--- src/core/fpiu_pkg.sv ---
// Summary of operation
// RULE_01: Four maskable sources plus one non-maskable source, each with its own vector.
// RULE_02: Vectors fixed: #0 FFCh, #1 FF6h, #2 FF4h, #3 FF2h, #4 FF0h.
// RULE_03: Accepted request loads the program counter with the selected vector address.
// RULE_04: Non-maskable preempts any routine; maskable sources never preempt each other.
// RULE_05: Pending maskable requests served in fixed order, #1 highest, #4 lowest.
// RULE_06: Several events may OR onto one source; each keeps a readable flag.
// RULE_07: Global enable clear blocks maskables and all wake-up, non-maskable still active.
// RULE_08: Non-maskable request held in a flip-flop cleared when its routine begins.
// RULE_09: Source #1 level-sensitive when level select set, else falling edge.
// RULE_10: Source #2 always edge; polarity bit set means rising, clear falling.
// RULE_11: Sources #3 and #4 detected by level only, nothing stored.
// RULE_12: Edge latch sets on edge, clears at routine start; only one pending kept.
// RULE_13: Level requester must hold line low when sampled at an instruction end.
// RULE_14: Requests tested at each instruction boundary; next instruction replaced by entry.
// RULE_15: Entry swaps carry and zero flags to interrupt or non-maskable pair.
// RULE_16: Entry pushes program counter, then inhibits maskables, non-maskable stays active.
// RULE_17: After masking, the source latch is cleared, then the vector loaded.
// RULE_18: Return restores previous flag pair and pops the saved program counter.
// RULE_19: Request during option register write must still swap flags; no defect.
// RULE_20: Option register is write-only with no single-bit operations.
// RULE_21: Reset clears the option register: maskables off, sources #1 and #2 falling edge.
// RULE_22: Maskable requests ignored while a maskable routine runs, served after return.
package fpiu_pkg;
	localparam int PC_W = 12;
	localparam int NSRC = 5;
	localparam logic [PC_W-1:0] VEC_SRC0 = 12'hffc;
	localparam logic [PC_W-1:0] VEC_SRC1 = 12'hff6;
	localparam logic [PC_W-1:0] VEC_SRC2 = 12'hff4;
	localparam logic [PC_W-1:0] VEC_SRC3 = 12'hff2;
	localparam logic [PC_W-1:0] VEC_SRC4 = 12'hff0;
	localparam logic [7:0] IOR_RESET = 8'h00;
	localparam int IOR_LES_BIT = 6;
	localparam int IOR_ESB_BIT = 5;
	localparam int IOR_GEN_BIT = 4;
	localparam logic [1:0] FLAGS_RESET = 2'h0;
	// Flag pair selector
	typedef enum logic [1:0] {FPIU_FS_NORMAL, FPIU_FS_IRQ, FPIU_FS_NMI} fpiu_fset_t;
endpackage

--- src/core/fpiu_det_if.sv ---
`timescale 1ns/1ps
`default_nettype none
// Detector to sequencer: pending requests; sequencer to detector: latch clears
interface fpiu_det_if;
	logic [4:0] pend;
	logic [4:0] clr;
	modport det(output pend, input clr);
	modport seq(input pend, output clr);
endinterface
`default_nettype wire

--- src/core/fpiu_detect.sv ---
`timescale 1ns/1ps
`default_nettype none
module fpiu_detect (
	input wire logic clk,
	input wire logic rstn,
	input wire logic [4:0] line_sync,
	input wire logic src1_level_select,
	input wire logic src2_edge_polarity,
	fpiu_det_if.det dif
);
	import fpiu_pkg::*;
	logic [4:0] prev_r, prev_nxt;
	logic [2:0] latch_r, latch_nxt;
	logic fall0, fall1, edge2;
	always_comb begin
		prev_nxt = line_sync;
		fall0 = prev_r[0] & ~line_sync[0];
		fall1 = prev_r[1] & ~line_sync[1];
		edge2 = src2_edge_polarity ? (~prev_r[2] & line_sync[2]) :
			(prev_r[2] & ~line_sync[2]); // [RULE_10]
		latch_nxt = latch_r;
		// Clear first, so an edge in the clear cycle still sets
		if (dif.clr[0]) latch_nxt[0] = 1'b0; // [RULE_08]
		if (dif.clr[1]) latch_nxt[1] = 1'b0; // [RULE_12]
		if (dif.clr[2]) latch_nxt[2] = 1'b0; // [RULE_12]
		if (fall0) latch_nxt[0] = 1'b1; // [RULE_08]
		if (fall1 && !src1_level_select) latch_nxt[1] = 1'b1; // [RULE_09]
		if (src1_level_select) latch_nxt[1] = 1'b0;
		if (edge2) latch_nxt[2] = 1'b1; // [RULE_12]
		dif.pend[0] = latch_r[0];
		dif.pend[1] = src1_level_select ? ~line_sync[1] : latch_r[1]; // [RULE_09] [RULE_13]
		dif.pend[2] = latch_r[2];
		dif.pend[4:3] = ~line_sync[4:3]; // [RULE_11]
	end
	always_ff @(posedge clk or negedge rstn) begin
		if (!rstn) begin
			prev_r <= 5'h1f;
			latch_r <= 3'h0;
		end else begin
			prev_r <= prev_nxt;
			latch_r <= latch_nxt;
		end
	end
	a_edge_sets_latch: assert property (@(posedge clk) disable iff (!rstn)
		(src2_edge_polarity && !prev_r[2] && line_sync[2]) |=> latch_r[2]) // [RULE_10]
		else $error("rising edge did not set source 2 latch");
	a_level_no_store: assert property (@(posedge clk) disable iff (!rstn)
		dif.pend[4:3] == ~line_sync[4:3]) // [RULE_11]
		else $error("level source stored");
endmodule
`default_nettype wire

--- src/core/fpiu_top.sv ---
`timescale 1ns/1ps
`default_nettype none
module fpiu_top #(
	parameter int EV_PER_SRC = 4
) (
	input wire logic clk,
	input wire logic rstn,
	input wire logic [EV_PER_SRC*5-1:0] event_lines_n,
	input wire logic [EV_PER_SRC*5-1:0] event_flags_in,
	input wire logic instr_boundary,
	input wire logic [fpiu_pkg::PC_W-1:0] pc_next,
	input wire logic ior_wr,
	input wire logic [7:0] ior_wdata,
	input wire logic return_from_interrupt_op,
	input wire logic core_asleep,
	input wire logic carry_in,
	input wire logic zero_in,
	input wire logic flags_wr,
	output logic entry_take,
	output logic [fpiu_pkg::PC_W-1:0] pc_load,
	output logic pc_load_valid,
	output logic [fpiu_pkg::PC_W-1:0] stack_push_data,
	output logic stack_push,
	output logic stack_pop,
	output logic [2:0] active_src,
	output logic carry_flag,
	output logic zero_flag,
	output fpiu_pkg::fpiu_fset_t flag_set,
	output logic wake_req,
	output logic [EV_PER_SRC*5-1:0] event_flags
);
	import fpiu_pkg::*;
	typedef enum {FPIU_IDLE, FPIU_MASK, FPIU_VECTOR} fpiu_state_t;
	fpiu_det_if dif ();
	logic [4:0] ln_s1_r, ln_s2_r;
	logic [7:0] ior_r, ior_nxt;
	fpiu_state_t st_r, st_nxt;
	logic in_irq_r, in_irq_nxt, in_nmi_r, in_nmi_nxt;
	logic [2:0] src_r, src_nxt, sel;
	logic [PC_W-1:0] pc_r, pc_nxt, push_d_r, push_d_nxt;
	logic take_r, take_nxt, pcv_r, pcv_nxt, push_r, push_nxt, pop_r, pop_nxt;
	logic [1:0] fl_n_r, fl_i_r, fl_m_r, fl_n_nxt, fl_i_nxt, fl_m_nxt;
	fpiu_fset_t fs_r, fs_nxt, fs_prev_r, fs_prev_nxt;
	logic wake_r, wake_nxt;
	logic carry_r, carry_nxt, zero_r, zero_nxt;
	logic [EV_PER_SRC*5-1:0] evf_r;
	logic [4:0] clr;
	logic [4:0] combined;
	logic gen, mask_ok, any;
	logic [PC_W-1:0] vec;
	genvar g;
	generate
		for (g = 0; g < 5; g++) begin : g_or
			// Any low event pulls the source line low
			assign combined[g] = &event_lines_n[g*EV_PER_SRC +: EV_PER_SRC]; // [RULE_06]
		end
	endgenerate
	fpiu_detect u_det (
		.clk(clk),
		.rstn(rstn),
		.line_sync(ln_s2_r),
		.src1_level_select(ior_r[IOR_LES_BIT]),
		.src2_edge_polarity(ior_r[IOR_ESB_BIT]),
		.dif(dif)
	);
	assign dif.clr = clr;
	assign gen = ior_r[IOR_GEN_BIT];
	assign mask_ok = gen && !in_irq_r && !in_nmi_r; // [RULE_07] [RULE_22]
	always_comb begin
		sel = 3'd0;
		any = 1'b0;
		vec = VEC_SRC0;
		// NMI first, then maskables in fixed order
		if (dif.pend[0] && !in_nmi_r) begin // [RULE_04]
			any = 1'b1;
		end else if (mask_ok && dif.pend[1]) begin // [RULE_05]
			sel = 3'd1;
			any = 1'b1;
			vec = VEC_SRC1;
		end else if (mask_ok && dif.pend[2]) begin
			sel = 3'd2;
			any = 1'b1;
			vec = VEC_SRC2;
		end else if (mask_ok && dif.pend[3]) begin
			sel = 3'd3;
			any = 1'b1;
			vec = VEC_SRC3;
		end else if (mask_ok && dif.pend[4]) begin
			sel = 3'd4;
			any = 1'b1;
			vec = VEC_SRC4;
		end // [RULE_01] [RULE_02]
	end
	always_comb begin
		ior_nxt = ior_wr ? ior_wdata : ior_r; // [RULE_20]
		st_nxt = st_r;
		in_irq_nxt = in_irq_r;
		in_nmi_nxt = in_nmi_r;
		src_nxt = src_r;
		pc_nxt = pc_r;
		push_d_nxt = push_d_r;
		take_nxt = 1'b0;
		pcv_nxt = 1'b0;
		push_nxt = 1'b0;
		pop_nxt = 1'b0;
		fl_n_nxt = fl_n_r;
		fl_i_nxt = fl_i_r;
		fl_m_nxt = fl_m_r;
		fs_nxt = fs_r;
		fs_prev_nxt = fs_prev_r;
		clr = 5'h0;
		// Flag writes go to whichever pair is live
		if (flags_wr) begin
			case (fs_r)
				FPIU_FS_NORMAL: fl_n_nxt = {carry_in, zero_in};
				FPIU_FS_IRQ: fl_i_nxt = {carry_in, zero_in};
				FPIU_FS_NMI: fl_m_nxt = {carry_in, zero_in};
				default: fl_n_nxt = fl_n_r;
			endcase
		end
		// Wake only with global enable, even for NMI
		wake_nxt = core_asleep && gen && (dif.pend[0] || (|dif.pend[4:1])); // [RULE_07]
		case (st_r)
			FPIU_IDLE: begin
				if (instr_boundary && any) begin // [RULE_14]
					take_nxt = 1'b1;
					src_nxt = sel;
					pc_nxt = vec;
					// Swap is atomic with acceptance, regardless of any option write
					fs_prev_nxt = fs_r; // [RULE_19]
					fs_nxt = (sel == 3'd0) ? FPIU_FS_NMI : FPIU_FS_IRQ; // [RULE_15]
					push_d_nxt = pc_next;
					push_nxt = 1'b1; // [RULE_16]
					st_nxt = FPIU_MASK;
				end else if (return_from_interrupt_op && (in_irq_r || in_nmi_r)) begin
					pop_nxt = 1'b1; // [RULE_18]
					fs_nxt = fs_prev_r;
					if (in_nmi_r) in_nmi_nxt = 1'b0;
					else in_irq_nxt = 1'b0;
					fs_prev_nxt = FPIU_FS_NORMAL;
				end
			end
			FPIU_MASK: begin
				if (src_r == 3'd0) in_nmi_nxt = 1'b1;
				else in_irq_nxt = 1'b1; // [RULE_16]
				st_nxt = FPIU_VECTOR;
			end
			FPIU_VECTOR: begin
				clr[src_r] = 1'b1; // [RULE_17] [RULE_08]
				pcv_nxt = 1'b1; // [RULE_03]
				st_nxt = FPIU_IDLE;
			end
			default: st_nxt = FPIU_IDLE;
		endcase
		// Live pair registered so the flag outputs come from flip-flops
		case (fs_nxt)
			FPIU_FS_NMI: {carry_nxt, zero_nxt} = fl_m_nxt;
			FPIU_FS_IRQ: {carry_nxt, zero_nxt} = fl_i_nxt;
			default: {carry_nxt, zero_nxt} = fl_n_nxt;
		endcase
	end
	always_ff @(posedge clk or negedge rstn) begin
		if (!rstn) begin
			ln_s1_r <= 5'h1f;
			ln_s2_r <= 5'h1f;
			evf_r <= '0;
			ior_r <= IOR_RESET; // [RULE_21]
			st_r <= FPIU_IDLE;
			in_irq_r <= 1'b0;
			in_nmi_r <= 1'b0;
			src_r <= 3'd0;
			pc_r <= '0;
			push_d_r <= '0;
			take_r <= 1'b0;
			pcv_r <= 1'b0;
			push_r <= 1'b0;
			pop_r <= 1'b0;
			fl_n_r <= FLAGS_RESET;
			fl_i_r <= FLAGS_RESET;
			fl_m_r <= FLAGS_RESET;
			fs_r <= FPIU_FS_NORMAL;
			fs_prev_r <= FPIU_FS_NORMAL;
			wake_r <= 1'b0;
			carry_r <= FLAGS_RESET[1];
			zero_r <= FLAGS_RESET[0];
		end else begin
			ln_s1_r <= combined;
			ln_s2_r <= ln_s1_r;
			evf_r <= event_flags_in; // [RULE_06]
			ior_r <= ior_nxt;
			st_r <= st_nxt;
			in_irq_r <= in_irq_nxt;
			in_nmi_r <= in_nmi_nxt;
			src_r <= src_nxt;
			pc_r <= pc_nxt;
			push_d_r <= push_d_nxt;
			take_r <= take_nxt;
			pcv_r <= pcv_nxt;
			push_r <= push_nxt;
			pop_r <= pop_nxt;
			fl_n_r <= fl_n_nxt;
			fl_i_r <= fl_i_nxt;
			fl_m_r <= fl_m_nxt;
			fs_r <= fs_nxt;
			fs_prev_r <= fs_prev_nxt;
			wake_r <= wake_nxt;
			carry_r <= carry_nxt;
			zero_r <= zero_nxt;
		end
	end
	assign entry_take = take_r;
	assign pc_load = pc_r;
	assign pc_load_valid = pcv_r;
	assign stack_push_data = push_d_r;
	assign stack_push = push_r;
	assign stack_pop = pop_r;
	assign active_src = src_r;
	assign flag_set = fs_r;
	assign carry_flag = carry_r; // [RULE_15]
	assign zero_flag = zero_r;
	assign wake_req = wake_r;
	assign event_flags = evf_r;
	a_vec_two_later: assert property (@(posedge clk) disable iff (!rstn)
		entry_take |-> ##2 (pc_load_valid && pc_load == $past(pc_load, 2))) // [RULE_03]
		else $error("vector not loaded two cycles after entry");
	a_push_with_take: assert property (@(posedge clk) disable iff (!rstn)
		entry_take |-> stack_push) // [RULE_16]
		else $error("entry without push");
	a_swap_on_take: assert property (@(posedge clk) disable iff (!rstn)
		entry_take |-> flag_set != FPIU_FS_NORMAL) // [RULE_15] [RULE_19]
		else $error("flags not swapped on entry");
	a_no_mask_nest: assert property (@(posedge clk) disable iff (!rstn)
		(entry_take && in_irq_r) |-> active_src == 3'd0) // [RULE_04]
		else $error("maskable nested in maskable");
	a_gen_blocks: assert property (@(posedge clk) disable iff (!rstn)
		(entry_take && $past(!gen)) |-> active_src == 3'd0) // [RULE_07]
		else $error("maskable taken with global enable off");
	a_prio_order: assert property (@(posedge clk) disable iff (!rstn)
		(st_r == FPIU_IDLE && instr_boundary && mask_ok && dif.pend[1] && !dif.pend[0])
		|=> active_src == 3'd1) // [RULE_05]
		else $error("source 1 not served first");
	a_return_from_interrupt_op_pops: assert property (@(posedge clk) disable iff (!rstn)
		(st_r == FPIU_IDLE && !(instr_boundary && any) && return_from_interrupt_op
		&& in_irq_r && !in_nmi_r) |=> (stack_pop && flag_set == FPIU_FS_NORMAL)) // [RULE_18]
		else $error("return did not pop and restore");
	a_ior_reset: assert property (@(posedge clk) disable iff (!rstn)
		$rose(rstn) |-> ior_r == IOR_RESET) // [RULE_21]
		else $error("option register not cleared");
	c_nmi_entry: cover property (@(posedge clk) disable iff (!rstn)
		entry_take && active_src == 3'd0);
	c_mask_entry: cover property (@(posedge clk) disable iff (!rstn)
		entry_take && active_src == 3'd4);
	c_nmi_preempt: cover property (@(posedge clk) disable iff (!rstn)
		entry_take && in_irq_r);
	c_return: cover property (@(posedge clk) disable iff (!rstn) stack_pop);
endmodule
`default_nettype wire

--- config.mk ---
export PLATFORM = sky130hd
export DESIGN_NAME = fpiu_top
export DESIGN_NICKNAME = d
export VERILOG_FILES = /design/src/core/fpiu_pkg.sv /design/src/core/fpiu_det_if.sv /design/src/core/fpiu_detect.sv /design/src/core/fpiu_top.sv
export SDC_FILE = /design/constraint.sdc
export NUM_CORES = 1
export LEC_CHECK = 0
export BUFFER_PORTS_ARGS = -buffer_cell sky130_fd_sc_hd__buf_4
export CELL_PAD_IN_SITES_DETAIL_PLACEMENT = 1
export CELL_PAD_IN_SITES_GLOBAL_PLACEMENT = 1
export CORE_MARGIN = 2
export CORE_UTILIZATION = 40
export CTS_CLUSTER_SIZE = 25
export DETAILED_ROUTE_END_ITERATION = 16
export PLACE_DENSITY = 0.86
export RECOVER_POWER = 100
export SLEW_MARGIN = 20
export SYNTH_ARGS = -nofsm -noshare
export SYNTH_HDL_FRONTEND = slang
export SYNTH_HIERARCHICAL = 1
export SYNTH_SLANG_ARGS = --single-unit
--- constraint.sdc ---
create_clock -name clk -period 5.2 [get_ports clk]
set_input_delay 0.26 -clock clk [delete_from_list [all_inputs] [get_ports clk]]
set_output_delay 0.26 -clock clk [all_outputs]
set_load 0.05 [all_outputs]
=== After elaboration in Yosys (flattened, before gate mapping) ===
Index checks and enable logic that the tools add are counted.

* Input bits: 69
* Logic and storage cells: 143
* Output and inout port bits: 56
* Flip-flop bits (word level): 120

* Equal/unequal tests: 12
* Mux-type cells: 58
* Order comparisons: 2
* Bitwise operators: 9
* Reduce and logical (&&, ||, !) cells: 37

{| class="wikitable"
|+ Operators with widths
! kind !! number
|-
| $pmux 32 s2 || 1
|-
| $eq 32x1->1 const B || 1
|-
| $eq 32x2->1 const B || 1
|-
| $logic_not 32->1 || 1
|-
| $mux 32 || 1
|-
| $mux 1 || 28
|-
| $mux 2 || 12
|-
| $reduce_and 4->1 || 6
|-
| $mux 3 || 6
|-
| $mux 4 || 4
|-
| $logic_and 1x1->1 || 13
|-
| $mux 12 || 1
|-
| $ne 2x2->1 const B || 6
|-
| $pmux 1 s2 || 4
|-
| $reduce_bool 2->1 || 4
|-
| $logic_not 3->1 || 2
|-
| $reduce_and 5->1 || 1
|-
| $and 1x1->1 || 4
|-
| $eq 2x1->1 const B || 2
|-
| $eq 2x2->1 const B || 2
|-
| $lt 3x4->1 const B || 1
|-
| $not 1->1 || 4
|-
| $reduce_and 2->1 || 2
|-
| $reduce_or 4->1 || 1
|-
| 7 further kinds || 10
|}

=== Depth between registers and ports, before layout ===
* Word-level depth: 15
* Gate-level depth with buffers: 12
* Mapped depth without buffers: 10

=== Hierarchy ===
The synthesis kept the hierarchy.

{| class="wikitable"
|+ By module, submodules not included
! module !! instances !! cells each !! area each (um2) !! seq. area each (um2)
|-
| fpiu_top || 1 || 187 || 2737.6 || 1789.2
|-
| fpiu_detect || 1 || 22 || 246.5 || 153.9
|}

=== Worst setup path after synthesis ===
No wires, ideal clock.

* Path kind: reg2reg
* Start point: register ln_s2_r[4]
* End point: register carry_r, in the netlist carry_flag
* Arrival: 2386 ps
* Setup slack: 2687 ps
* Setup time: 127 ps
* Path buffers: 2
* Required time: 5073 ps
* Clock period less this slack: 2513 ps
* Stages on the path, launching flop included: 12
* Path through: dfstp_2 inv_1 or4_4 a2bb2oi_2 or3_1 buf_6 inv_2 buf_6 a211o_1 ha_1 nand2_1 o21ai_0

* Longest elaborated chain between the ends: 13

{| class="wikitable"
|+ RTL lines
! what !! line !! source
|-
| start: declaration || fpiu_top.sv:35 || <nowiki>logic [4:0] ln_s1_r, ln_s2_r;</nowiki>
|-
| start signal: assignment || fpiu_top.sv:188 || <nowiki>ln_s2_r <= ln_s1_r;</nowiki>
|-
| $not 2->2 * || fpiu_detect.sv:33 || <nowiki>dif.pend[4:3] = ~line_sync[4:3];</nowiki>
|-
| named net dif.pend[4] || fpiu_det_if.sv:5 || <nowiki>logic [4:0] pend;</nowiki>
|-
| $logic_and 1x1->1 * || fpiu_top.sv:88 || <nowiki>end else if (mask_ok && dif.pend[4]) begin</nowiki>
|-
| $mux 3 || fpiu_top.sv:88 ||
|-
| $mux 3 || fpiu_top.sv:84 || <nowiki>end else if (mask_ok && dif.pend[3]) begin</nowiki>
|-
| $mux 3 || fpiu_top.sv:80 || <nowiki>end else if (mask_ok && dif.pend[2]) begin</nowiki>
|-
| $mux 3 || fpiu_top.sv:76 || <nowiki>end else if (mask_ok && dif.pend[1]) begin</nowiki>
|-
| $mux 3 || fpiu_top.sv:74 || <nowiki>if (dif.pend[0] && !in_nmi_r) begin</nowiki>
|-
| $logic_not 3->1 || fpiu_top.sv:131 || <nowiki>fs_nxt = (sel == 3'd0) ? FPIU_FS_NMI : FPIU_FS_IRQ;</nowiki>
|-
| $mux 2 || fpiu_top.sv:131 ||
|-
| $mux 2 * || fpiu_top.sv:125 || <nowiki>if (instr_boundary && any) begin</nowiki>
|-
| $mux 2 * || fpiu_top.sv:123 || <nowiki>case (st_r)</nowiki>
|-
| named net fs_nxt[1] || fpiu_top.sv:43 || <nowiki>fpiu_fset_t fs_r, fs_nxt, fs_prev_r, fs_prev_nxt;</nowiki>
|-
| $eq 2x1->1 / $eq 2x2->1 (equally long branches) || fpiu_top.sv:156 || <nowiki>case (fs_nxt)</nowiki>
|-
| $pmux 1 s2 * || fpiu_top.sv:156 ||
|-
| named net carry_nxt || fpiu_top.sv:45 || <nowiki>logic carry_r, carry_nxt, zero_r, zero_nxt;</nowiki>
|-
| end signal: assignment || fpiu_top.sv:184 || <nowiki>carry_r <= FLAGS_RESET[1];</nowiki>
|-
| end signal: assignment || fpiu_top.sv:207 || <nowiki>carry_r <= carry_nxt;</nowiki>
|-
| end: declaration || fpiu_top.sv:45 ||
|}

Mark *: on every way through the listed nets, which the timed path passes. The rest lies on a longest branch.
A chain may end at the register's enable or synchronous reset.

=== Final worst setup path ===
* Start point: register ln_s2_r[4]
* End point: register zero_r, in the netlist zero_flag

* Longest elaborated chain between the ends: 13

{| class="wikitable"
|+ RTL lines
! what !! line !! source
|-
| $not 2->2 * || fpiu_detect.sv:33 ||
|-
| named net dif.pend[4] || fpiu_det_if.sv:5 ||
|-
| $logic_and 1x1->1 * || fpiu_top.sv:88 ||
|-
| $mux 3 || fpiu_top.sv:88 ||
|-
| $mux 3 || fpiu_top.sv:84 ||
|-
| $mux 3 || fpiu_top.sv:80 ||
|-
| $mux 3 || fpiu_top.sv:76 ||
|-
| $mux 3 || fpiu_top.sv:74 ||
|-
| $logic_not 3->1 || fpiu_top.sv:131 ||
|-
| $mux 2 || fpiu_top.sv:131 ||
|-
| $mux 2 * || fpiu_top.sv:125 ||
|-
| $mux 2 * || fpiu_top.sv:123 ||
|-
| named net fs_nxt[1] || fpiu_top.sv:43 ||
|-
| $eq 2x1->1 / $eq 2x2->1 (equally long branches) || fpiu_top.sv:156 ||
|-
| $pmux 1 s2 * || fpiu_top.sv:156 ||
|-
| named net zero_nxt || fpiu_top.sv:45 ||
|-
| end signal: assignment || fpiu_top.sv:185 || <nowiki>zero_r <= FLAGS_RESET[0];</nowiki>
|-
| end signal: assignment || fpiu_top.sv:208 || <nowiki>zero_r <= zero_nxt;</nowiki>
|-
| end: declaration || fpiu_top.sv:45 ||
|}

Marks and branches as above.

==> run metrics <==
clock tree from TritonCTS=built; most common cell after layout, fill and taps aside=sky130_fd_sc_hd__dfrtp_1; class of the tightest hold or removal check=input port to register; number of levels the H-tree was split into=3; worst reg2reg path startpoint=ln_s2_r[4]$_DFF_PN1_; IO Port Bufs=roughly 120; share of the clock period used by the worst path after layout=between 60% and 70%; post-route worst setup slack=roughly 2.0 ns; post-route antenna net violation count=0; post-route clock skew=roughly 0.0065 ns; clock-pin slew reported for the worst setup and hold paths after clock tree synthesis=roughly 0.070 ns; die height=around 90 um; Min-Delay Startpoint=event_flags_in[6]; number of gates resized after cts=0; slew at the pin with the worst max-slew slack=~0.9 ns; worst flop-to-flop path endpoint=zero_flag$_DFF_PN0_; largest net degree at the start of global routing=78; total nets after synthesis=between 200 and 300; R2R cell count=9; total number of vias=between 2,000 and 2,500; standby leakage power=1.80 nW; antenna violations before repair=0; Max-cap violations=0; TritonCTS buffer count=9; grt ovf=0; die outline area=8130 um2; Pwr per Cell Area=~580 nW/um2; worst-case register-to-register setup slack=a little under 2 ns; boundary pin count=around 130; First-pass DRT Iterations=4; Residual DRC=0; Setup WS pre-CTS=between 2 and 2.5 ns; Setup TNS=0 ns; root buffer selected by CTS=sky130_fd_sc_hd__clkbuf_8; global-route usage over all layers=about 17%; placer's final routability congestion estimate=around 0.8; die outline width=90.2 um; count of inserted antenna diode cells=0; Worst Setup Start Kind=register; source of the critical timing path=ln_s2_r[4]$_DFF_PN1_; post-CTS setup repair buffer count=0; core outline area=slightly above 7000 um2; worst vdd ir=0.191 mV; most used cells in the layout excluding fill and tap cells=sky130_fd_sc_hd__dfrtp_1 (64), sky130_fd_sc_hd__clkbuf_1 (55), sky130_fd_sc_hd__buf_4 (38), sky130_fd_sc_hd__clkbuf_4 (25), sky130_fd_sc_hd__mux2_1 (22); Avg Cell Area, Syn=~14 um2; final period demand of the worst path=between 3 and 4 ns; number of global-route vias before repair=around 2,300; number of instances in the synthesized netlist=between 200 and 250; vias per cell=about 4.7; global-route wire length before repair=between 10,000 and 15,000 um; number of cells on the worst hold path=1; type of destination of the critical path=register; wire length reported by the detailed router=about 6700 um; final count of negative-setup-slack endpoints=0; Critical Path Fanout Max=20; highest clock rate=a little over 300 MHz; number of warning messages in the yosys log=6; setup repair after global routing missed its margin=no; worst hold endpoint=event_flags[6]$_DFF_PN0_; Area Growth Syn to Fin=33.4%; number of placement rows=31; clock sinks=just under 80; Net count, final=slightly above 400; synthesized area=2970 um2; worst setup path class=register to register; half-perimeter wire length of the detailed placement result=4860 um; Slew headroom=38.3%; initial core utilization=between 40 and 50%; Final Hold Fails=0; max-slew violation count=0; WP data arrival=~3.5 ns; Longest Clk Path Bufs=2; worst-skew pair later-pin latency=0.33 ns; per-cell routed wire length=around 15 um; Starting DRT DRC Count=between 60 and 70; share of post-route cells with drive strength above 1=28.1%; CP required=between 5 and 6 ns; outcome=completed
## through the flow
step	instances	cell area, um2	utilization (%)	total power, W	hold WS (ns)
2_1_floorplan	207	2970	-	0.00165	-0.0356
3_3_place_gp	408	3850	53.4	0.00189	0.346
3_5_place_dp	408	3850	53.4	0.00193	0.347
4_1_cts	424	4110	56.9	0.00251	0.00274
5_1_grt	437	3960	54.9	0.00243	0.0241
6_report	437	3960	54.9	0.00230	0.0500
## worst max-delay path: stages, from the launching register on
cell	delay, ns
sky130_fd_sc_hd__dfstp_2	0.52
sky130_fd_sc_hd__inv_1	0.05
sky130_fd_sc_hd__or4_1	0.60
sky130_fd_sc_hd__a2bb2oi_1	0.37
sky130_fd_sc_hd__or3_1	0.29
sky130_fd_sc_hd__inv_1	0.36
sky130_fd_sc_hd__a211o_1	0.42
sky130_fd_sc_hd__ha_1	0.20
sky130_fd_sc_hd__a22oi_1	0.18
sky130_fd_sc_hd__o21ai_0	0.12
## how the worst max path moves through the flow
stage | end | cells past startpoint
3_3_place_gp | zero_flag$_DFF_PN0_ | 8
4_1_cts | zero_flag$_DFF_PN0_ | 9
6_report | zero_flag$_DFF_PN0_ | 9
5_1_grt | zero_flag$_DFF_PN0_ | 9
3_5_place_dp | zero_flag$_DFF_PN0_ | 8
2_1_floorplan | carry_flag$_DFF_PN0_ | 11
## layer usage
layer	share of wire (%)	track usage, %
met1	37	18.5
met4	0.46	6.15
met2	56	31.0
met3	6.6	5.87
met5	0	0
## area by class of cell
type / instances / area (um2)
multi-input combinational: 102 / 782
inverter: 12 / 45.0
clock inverter: 5 / 106
clock buffer: 11 / 151
tap: 99 / 124
timing repair buffer: 131 / 810
fill: 796 / 3250
sequential: 77 / 1940
## registers in the layout, summed over array words and instances, names as in the netlist
| name | count |
|---|---|
| active_src | 3 |
| carry_flag | 1 |
| event_flags | 20 |
| fl_i_r | 2 |
| fl_m_r | 2 |
| fl_n_r | 2 |
| flag_set | 2 |
| fs_prev_r | 2 |
| in_irq_r | 1 |
| in_nmi_r | 1 |
| ior_r | 3 |
| ln_s1_r | 5 |
| ln_s2_r | 5 |
| pc_load | 3 |
| pc_load_valid | 1 |
| st_r | 2 |
| stack_pop | 1 |
| stack_push | 1 |
| stack_push_data | 12 |
| u_det/latch_r | 3 |
| u_det/prev_r | 3 |
| wake_req | 1 |
| zero_flag | 1 |
## where the power goes
group	switching, W	internal (W)	total, W
logic	0.000627	0.000258	0.000885
registers	0.000104	0.000756	0.000859
clock network	0.000210	0.000346	0.000556
## repair_timing
action,CTS,global route
endpoints found under the hold margin,0,13
setup endpoints to repair,0,0
hold buffers,0,13
Power figures use the tool's default switching activity.
